**src/verilog/srh_pkg.sv**
```systemverilog
// package for the async sram host controller: timing constants and states
// assumes a 10 MHz core clock; all sram timings fold into whole cycles
package srh_pkg;
  localparam int CLK_PERIOD_NS      = 100;
  // grade figures as printed (slowest grade used as the default)
  localparam int ADDR_SETUP_NS      = 20;  // address valid before write end
  localparam int DATA_SETUP_NS      = 12;  // data valid before write end
  localparam int WRITE_PULSE_NS     = 15;  // strobe low width
  localparam int READ_ACCESS_NS     = 25;  // address/select access time
  localparam int OE_ACCESS_NS       = 9;   // output enable access time
  localparam int FLOAT_NS           = 12;  // select high to data high-z
  localparam int CYCLE_TIME_NS      = 25;  // read or write cycle time
  localparam int SYNC_CYC           = 2;   // flops between the data pins and the read path
  // least times round up, never below one cycle
  function automatic int ns_to_cyc(input int ns);
    int c;
    c = (ns + CLK_PERIOD_NS - 1) / CLK_PERIOD_NS;
    return (c < 1) ? 1 : c;
  endfunction
  localparam int WRITE_LOW_CYC      = ns_to_cyc(WRITE_PULSE_NS > DATA_SETUP_NS ?
                                        WRITE_PULSE_NS : DATA_SETUP_NS);
  localparam int READ_WAIT_CYC      = ns_to_cyc(READ_ACCESS_NS > OE_ACCESS_NS ?
                                        READ_ACCESS_NS : OE_ACCESS_NS);
  localparam int FLOAT_CYC          = ns_to_cyc(FLOAT_NS > CYCLE_TIME_NS ?
                                        FLOAT_NS : CYCLE_TIME_NS);
  localparam int ADDR_W             = 13;
  localparam int DATA_W             = 8;
  localparam int CNT_W              = 4;
  typedef enum logic [2:0] {
    SRH_IDLE, SRH_W_SETUP, SRH_W_LOW, SRH_W_END, SRH_R_WAIT, SRH_R_DONE, SRH_RECOVER
  } srh_state_t;
endpackage

```
**src/verilog/srh_sync.sv**
```systemverilog
// two flip-flop synchroniser for the data pins read back from the sram
// assumes the pins settle long before they are sampled by the read path
`timescale 1ns/1ps
module srh_sync #(
  parameter int WIDTH = 8
) (
  input  wire logic             core_clk,
  input  wire logic             rst_n,
  input  wire logic [WIDTH-1:0] async_in,
  output logic      [WIDTH-1:0] sync_out
);
  logic [WIDTH-1:0] meta_reg;
  logic [WIDTH-1:0] sync_reg;
  if (WIDTH < 1) begin : g_bad_width
    $error("srh_sync: width must be at least one");
  end
  always_ff @(posedge core_clk or negedge rst_n) begin
    if (!rst_n) begin
      meta_reg <= '0;
      sync_reg <= '0;
    end else begin
      meta_reg <= async_in;
      sync_reg <= meta_reg;
    end
  end
  assign sync_out = sync_reg;
endmodule // srh_sync

```
**src/verilog/srh_ctrl.sv**
```systemverilog
// host controller driving an 8k x 8 asynchronous sram through its pins
// assumes one user request at a time; sram pins are wired straight to the device
`timescale 1ns/1ps
//////////////////////////////////////////////////////////////////////////////
// Operation
// - write happens only while both selects active and write strobe low.
// - host raises all three write qualifiers before the write can begin.
// - host ends write by dropping one qualifier; first drop ends it.
// - write data valid at least setup time before the ending edge.
// - write data held stable through the ending edge.
// - address stable at least setup time before write ends.
// - address set before write starts, may change after it ends.
// - host holds write strobe high through every read cycle.
// - host has address valid before both selects go active on read; the code sets address and selects on the same edge.
module srh_ctrl
  import srh_pkg::*;
#(
  parameter int AW = srh_pkg::ADDR_W,
  parameter int DW = srh_pkg::DATA_W
) (
  input  wire logic                   core_clk,
  input  wire logic                   rst_n,
  input  wire logic                   req_valid,
  output logic                        req_ready,
  input  wire logic                   req_write,
  input  wire logic [AW-1:0]          req_addr,
  input  wire logic [DW-1:0]          req_wdata,
  output logic                        rsp_valid,
  output logic      [DW-1:0]          rsp_rdata,
  output logic      [AW-1:0]          word_select_lines,
  output logic                        select_low_active_n,
  output logic                        select_high_active,
  output logic                        out_enable_n,
  output logic                        write_strobe_n,
  output logic      [DW-1:0]          shared_data_pins_o,
  output logic                        shared_data_pins_oe_n,
  input  wire logic [DW-1:0]          shared_data_pins_i
);
  import srh_pkg::*;

  // the pin timing is worked out for one array shape only
  if (AW != ADDR_W || DW != DATA_W) begin : g_bad_shape
    $error("srh_ctrl: only 13 x 8 supported");
  end

  // every wait must fit the shared down counter
  if (WRITE_LOW_CYC >= (1 << CNT_W) || READ_WAIT_CYC >= (1 << CNT_W) ||
      FLOAT_CYC >= (1 << CNT_W) || SYNC_CYC >= (1 << CNT_W)) begin : g_bad_count
    $error("srh_ctrl: cycle count too large for the counter");
  end

  // address is set a cycle before the strobe falls, so that cycle counts too
  if ((WRITE_LOW_CYC + 1) * CLK_PERIOD_NS < ADDR_SETUP_NS) begin : g_bad_setup
    $error("srh_ctrl: clock too fast for the address setup");
  end

  //////////////////////////////////////////////////////////////////////////////
  srh_state_t       state_reg, state_next;
  logic [CNT_W-1:0] cnt_reg, cnt_next;
  logic [AW-1:0]    addr_reg, addr_next;
  logic [DW-1:0]    wdata_reg, wdata_next;
  logic [DW-1:0]    rdata_reg, rdata_next;
  logic             rsp_reg, rsp_next;
  logic             sel_reg, sel_next;
  logic             oe_reg, oe_next;
  logic             we_reg, we_next;
  logic             drive_reg, drive_next;
  logic [DW-1:0]    pins_sync;

  // data pins are async to core_clk, so they pass two flops first
  srh_sync #(.WIDTH(DW)) u_sync (
    .core_clk (core_clk),
    .rst_n    (rst_n),
    .async_in (shared_data_pins_i),
    .sync_out (pins_sync)
  );

  function automatic logic [CNT_W-1:0] cyc(input int n);
    return CNT_W'(n);
  endfunction

  // a wait ends when the counter is at one, or was loaded with zero
  function automatic logic cnt_last(input logic [CNT_W-1:0] c);
    return (c <= CNT_W'(1));
  endfunction

  function automatic logic [CNT_W-1:0] cnt_dec(input logic [CNT_W-1:0] c);
    return c - CNT_W'(1);
  endfunction

  //////////////////////////////////////////////////////////////////////////////
  always_comb begin
    state_next = state_reg;
    cnt_next   = cnt_reg;
    addr_next  = addr_reg;
    wdata_next = wdata_reg;
    rdata_next = rdata_reg;
    rsp_next   = 1'b0;
    sel_next   = sel_reg;
    oe_next    = oe_reg;
    we_next    = we_reg;
    drive_next = drive_reg;
    case (state_reg)
      SRH_IDLE: begin
        if (req_valid) begin
          addr_next  = req_addr;
          wdata_next = req_wdata;
          cnt_next   = cyc(1);
          if (req_write) begin
            oe_next    = 1'b0;                   // oe held high in write
            drive_next = 1'b1;
            state_next = SRH_W_SETUP;
          end else begin
            state_next = SRH_R_WAIT;
            sel_next   = 1'b1;                   // address set on the same edge
            oe_next    = 1'b1;
            cnt_next   = cyc(READ_WAIT_CYC);
          end
        end
      end
      SRH_W_SETUP: begin
        // address and data already stable one cycle before the strobe
        sel_next   = 1'b1;
        we_next    = 1'b1;
        cnt_next   = cyc(WRITE_LOW_CYC);
        state_next = SRH_W_LOW;
      end
      SRH_W_LOW: begin
        if (cnt_last(cnt_reg)) begin
          we_next    = 1'b0;                     // strobe rise ends the write
          state_next = SRH_W_END;
        end else begin
          cnt_next = cnt_dec(cnt_reg);
        end
      end
      SRH_W_END: begin
        // data and address held one cycle past the ending edge
        drive_next = 1'b0;
        sel_next   = 1'b0;
        cnt_next   = cyc(FLOAT_CYC);
        state_next = SRH_RECOVER;
      end
      SRH_R_WAIT: begin
        // access time is long past by the first edge after the selects
        if (cnt_last(cnt_reg)) begin
          state_next = SRH_R_DONE;
          cnt_next   = cyc(SYNC_CYC);            // two synchroniser stages
        end else begin
          cnt_next = cnt_dec(cnt_reg);
        end
      end
      SRH_R_DONE: begin
        if (cnt_last(cnt_reg)) begin
          rdata_next = pins_sync;
          rsp_next   = 1'b1;
          sel_next   = 1'b0;
          oe_next    = 1'b0;
          cnt_next   = cyc(FLOAT_CYC);
          state_next = SRH_RECOVER;
        end else begin
          cnt_next = cnt_dec(cnt_reg);
        end
      end
      SRH_RECOVER: begin
        // wait for the device to float before the host may drive again
        if (cnt_last(cnt_reg)) begin
          state_next = SRH_IDLE;
        end else begin
          cnt_next = cnt_dec(cnt_reg);
        end
      end
      default: state_next = SRH_IDLE;
    endcase
  end

  always_ff @(posedge core_clk or negedge rst_n) begin
    if (!rst_n) begin
      state_reg <= SRH_IDLE;
      cnt_reg   <= '0;
      addr_reg  <= '0;
      wdata_reg <= '0;
      rdata_reg <= '0;
      rsp_reg   <= 1'b0;
      sel_reg   <= 1'b0;
      oe_reg    <= 1'b0;
      we_reg    <= 1'b0;
      drive_reg <= 1'b0;
    end else begin
      state_reg <= state_next;
      cnt_reg   <= cnt_next;
      addr_reg  <= addr_next;
      wdata_reg <= wdata_next;
      rdata_reg <= rdata_next;
      rsp_reg   <= rsp_next;
      sel_reg   <= sel_next;
      oe_reg    <= oe_next;
      we_reg    <= we_next;
      drive_reg <= drive_next;
    end
  end

  //////////////////////////////////////////////////////////////////////////////
  assign req_ready             = (state_reg == SRH_IDLE);
  assign rsp_valid             = rsp_reg;
  assign rsp_rdata             = rdata_reg;
  assign word_select_lines     = addr_reg;
  assign select_low_active_n   = ~sel_reg;   // both selects move together
  assign select_high_active    = sel_reg;
  assign out_enable_n          = ~oe_reg;
  assign write_strobe_n        = ~we_reg;    // low only in write states
  assign shared_data_pins_o    = wdata_reg;
  assign shared_data_pins_oe_n = ~drive_reg; // low while host drives
endmodule // srh_ctrl

```
**config.mk**
```make
export PLATFORM = sky130hd
export DESIGN_NAME = srh_ctrl
export DESIGN_NICKNAME = d
export VERILOG_FILES = /design/src/verilog/srh_pkg.sv /design/src/verilog/srh_sync.sv /design/src/verilog/srh_ctrl.sv
export SDC_FILE = /design/constraint.sdc
export NUM_CORES = 1
export LEC_CHECK = 0
export BUFFER_PORTS_ARGS = -buffer_cell sky130_fd_sc_hd__buf_4
export CORE_AREA = 4 4 68 82
export DETAILED_ROUTE_END_ITERATION = 6
export DIE_AREA = 0 0 72 86
export PLACE_DENSITY = 0.77
export SLEW_MARGIN = 25
export SYNTH_ARGS = -nofsm -noshare
export SYNTH_HDL_FRONTEND = slang
export SYNTH_HIERARCHICAL = 1
export SYNTH_SLANG_ARGS = --single-unit
```
**constraint.sdc**
```tcl
create_clock -name core_clk -period 2 [get_ports core_clk]
set_input_delay 0.4 -clock core_clk [delete_from_list [all_inputs] [get_ports core_clk]]
set_output_delay 0.4 -clock core_clk [all_outputs]
set_load 0.02 [all_outputs]
```
==> results_dict.tcl <==
set metrics [dict create \
    row_count 28 \
    fill_cells 388 \
    worst_setup_path_end_kind "flip-flop" \
    groute.usage.overall 0.162 \
    synth.distinct_cells 42 \
    final_antenna_net_count 0 \
    r2r_cells 6 \
    synth_largest_area_cell "dfrtp_1" \
    total_power_w 0.00557 \
    n_antenna_cell 0 \
    use_met3 0.0563 \
    worstReg2RegStart "cnt_reg[0]" \
    setup_viol 0 \
    timing.rr.end "cnt_reg[3]" \
    grt_pass1_vias 1584 \
    synthTopCellsByArea "dfrtp_1 (60%), mux2_4 (17%), buf_12 (1.7%), a21oi_1 (1.5%), inv_1 (1.4%)" \
    crit_chain "inv_1, ha_1, or2_4, a31oi_1, o221ai_1, a32o_1" \
    drt_iter0_drc 94 \
    areaGrowthSynthToFinish_pct 31.1 \
    clockRootBuffer "clkbuf_8" \
    io_pins 69 \
    synth_common_cells "dfrtp_1 (57), mux2_4 (27), inv_1 (9)" \
    max_stage_delay_ns 0.39 \
    insertion_delay_ns 0.32 \
    start_util 0.494 \
    grt_first_pass_wirelength_um 7700 \
    max_freq_mhz 564 \
    dieWidth_um 72 \
    endpoint "cnt_reg[3]" \
    grt_overflow_total 0 \
    cts_buffers 9 \
    clk_path_buf_depth 2 \
    ys_ff_latch 57 \
    status "finished clean" \
    powerDensity_mw_per_mm2 1780 \
    rsz0062_at_grt "false" \
    globalRouteMet2Util 0.242 \
    syn_area_mm2 0.00239 \
    synth_fp_nets 196 \
    syn_avg_cell_area_um2 14.8 \
    cp_slowest_cell "dfrtp_1" \
    io_buffers 68 \
    yosysWarnings 6 \
    design.core.area_mm2 0.00483 \
    cts_tree "yes" \
    antenna_found_initial 0 \
    reg2reg_slack_ns 0.23 \
    crit_required_ns 2.21 \
    postCtsHoldBufs 0 \
    die_h_um 86 \
    peakVddDrop_mv 0.742 \
    async_reset_ff_frac 1.00 \
    dieArea_mm2 0.00619 \
    setup_ws_ns 0.228 \
    multi_input_area_um2 841 \
    worst_pin_slew_ns 0.680 \
    cts_htree_levels 3 \
    final_util 0.647 \
    hold_class "primary input to asynchronous set/reset pin" \
    ys.flop_type "dfrtp_1" \
    hpwl_um 3190 \
    clk_pin_slew_worst_paths_ns 0.07 \
    drive_gt1_frac 0.513 \
    slew_violations 0 \
    wirelength_um 4490 \
    finalHoldViolations 0 \
    synth_top_area_frac 0.597 \
    largest_reg_flops 13 \
    pre_cts_slack_ns 0.243 \
    grt_max_degree 58 \
    skew_ns 0.00343 \
    post_cts_buffers 0 \
    avgViaCountPerCell 5.10 \
    place_congestion 0.849 \
    fin_setup_tns_ns 0 \
    synth_edf_count 0 \
    vias 1530 \
    wl_per_cell_um 15.0 \
    cts_resized 0 \
    leakage_nw 1.52 \
    grtUsageMet1 0.219 \
    cts_sinks 57 \
    max_slew_margin 0.546 \
    critPathLaunch "cnt_reg[0]" \
    start_kind "flip-flop" \
    nets 270 \
    worstSetupPathType "flip-flop to flip-flop" \
    dr.pass1.iters 4 \
    ys_seq_area_frac 0.597 \
    post-route-period-util 0.886 \
    seq_area_mm2 0.00143 \
    grt_busiest_layer "met2" \
    worstPathArrival_ns 1.99 \
    synth.most_common_cell "dfrtp_1" \
    critPathMaxFanout 5 \
    route.detailed.drc 0 \
    period_needed_ns 1.77 \
    fin_hold_ws_ns 0.110 \
    cap_violations 0 \
    syn_inst 161 \
]
==> layout make-up <==
class | count | share of cell area
flip-flops and latches | 57 | 0.456
multi-input cells | 88 | 0.269
repair buffers | 70 | 0.168
clock buffers | 10 | 0.0440
clock inverters | 6 | 0.0288
well taps | 60 | 0.0240
inverters | 9 | 0.0108
==> per-layer routing <==
layer | wire length, µm | part of all wire
met4 | 41 | 0.0091
met5 | 0 | 0
met2 | 2250 | 0.50
met1 | 1890 | 0.42
met3 | 307 | 0.068
==> metrics by stage <==
step,instances,area [µm²]
floorplan,161,2390
global route,300,3130
detailed placement,284,2900
finish,300,3130
global placement,284,2900
CTS,300,3130
==> worst min-delay path by stage <==
stage,from,end,slack [ns],depth (start not counted)
after floorplan,rst_n,cnt_reg[0],0.10,0
after global placement,u_sync/meta_reg[2],u_sync/sync_out[2],0.33,0
after detailed placement,u_sync/meta_reg[6],u_sync/sync_out[6],0.34,0
after CTS,rst_n,word_select_lines[2],0.13,1
after global routing,shared_data_pins_i[3],u_sync/meta_reg[3],0.15,1
final,rst_n,word_select_lines[2],0.11,1
==> layout by cell type (no fill, tap or decap), types with 2 or more instances in the layout <==
cell and instances:
mux2_2 2, nand3_1 2, o221ai_1 3, buf_4 70
bufinv_16 2, nor2_1 6, ha_1 2, dfrtp_1 57
a211oi_1 2, o21ai_0 3, inv_1 9, nand2_1 5
o21a_1 2, a21oi_1 7, nor3_1 4, clkbuf_8 10
mux2_4 27
==> logic make-up (layout without fill, tap and decap cells) <==
kind of cell	Yosys count	in the layout	synth area share
buf+inv	16	95	0.0503
mux	29	29	0.179
fa+ha+maj	2	2	0.0105
flops	57	57	0.597
compound gates	29	29	0.0854
simple gates	28	28	0.0771
==> worst max-delay path: cells and delay by family, from the launching register on <==
kind                       cells  cell delay (ns)
adders and majority gates      1             0.24
AOI/OAI and AO/OA              3             0.68
DFF                            1             0.39
buffers and inverters          1             0.10
and+or+nand+nor                1             0.27
==> power by group <==
part | internal (W) | switching (W)
clock network | 0.000739 | 0.000452
registers | 0.00157 | 0.000264
logic | 0.00128 | 0.00127
Power figures use the tool's default switching activity.
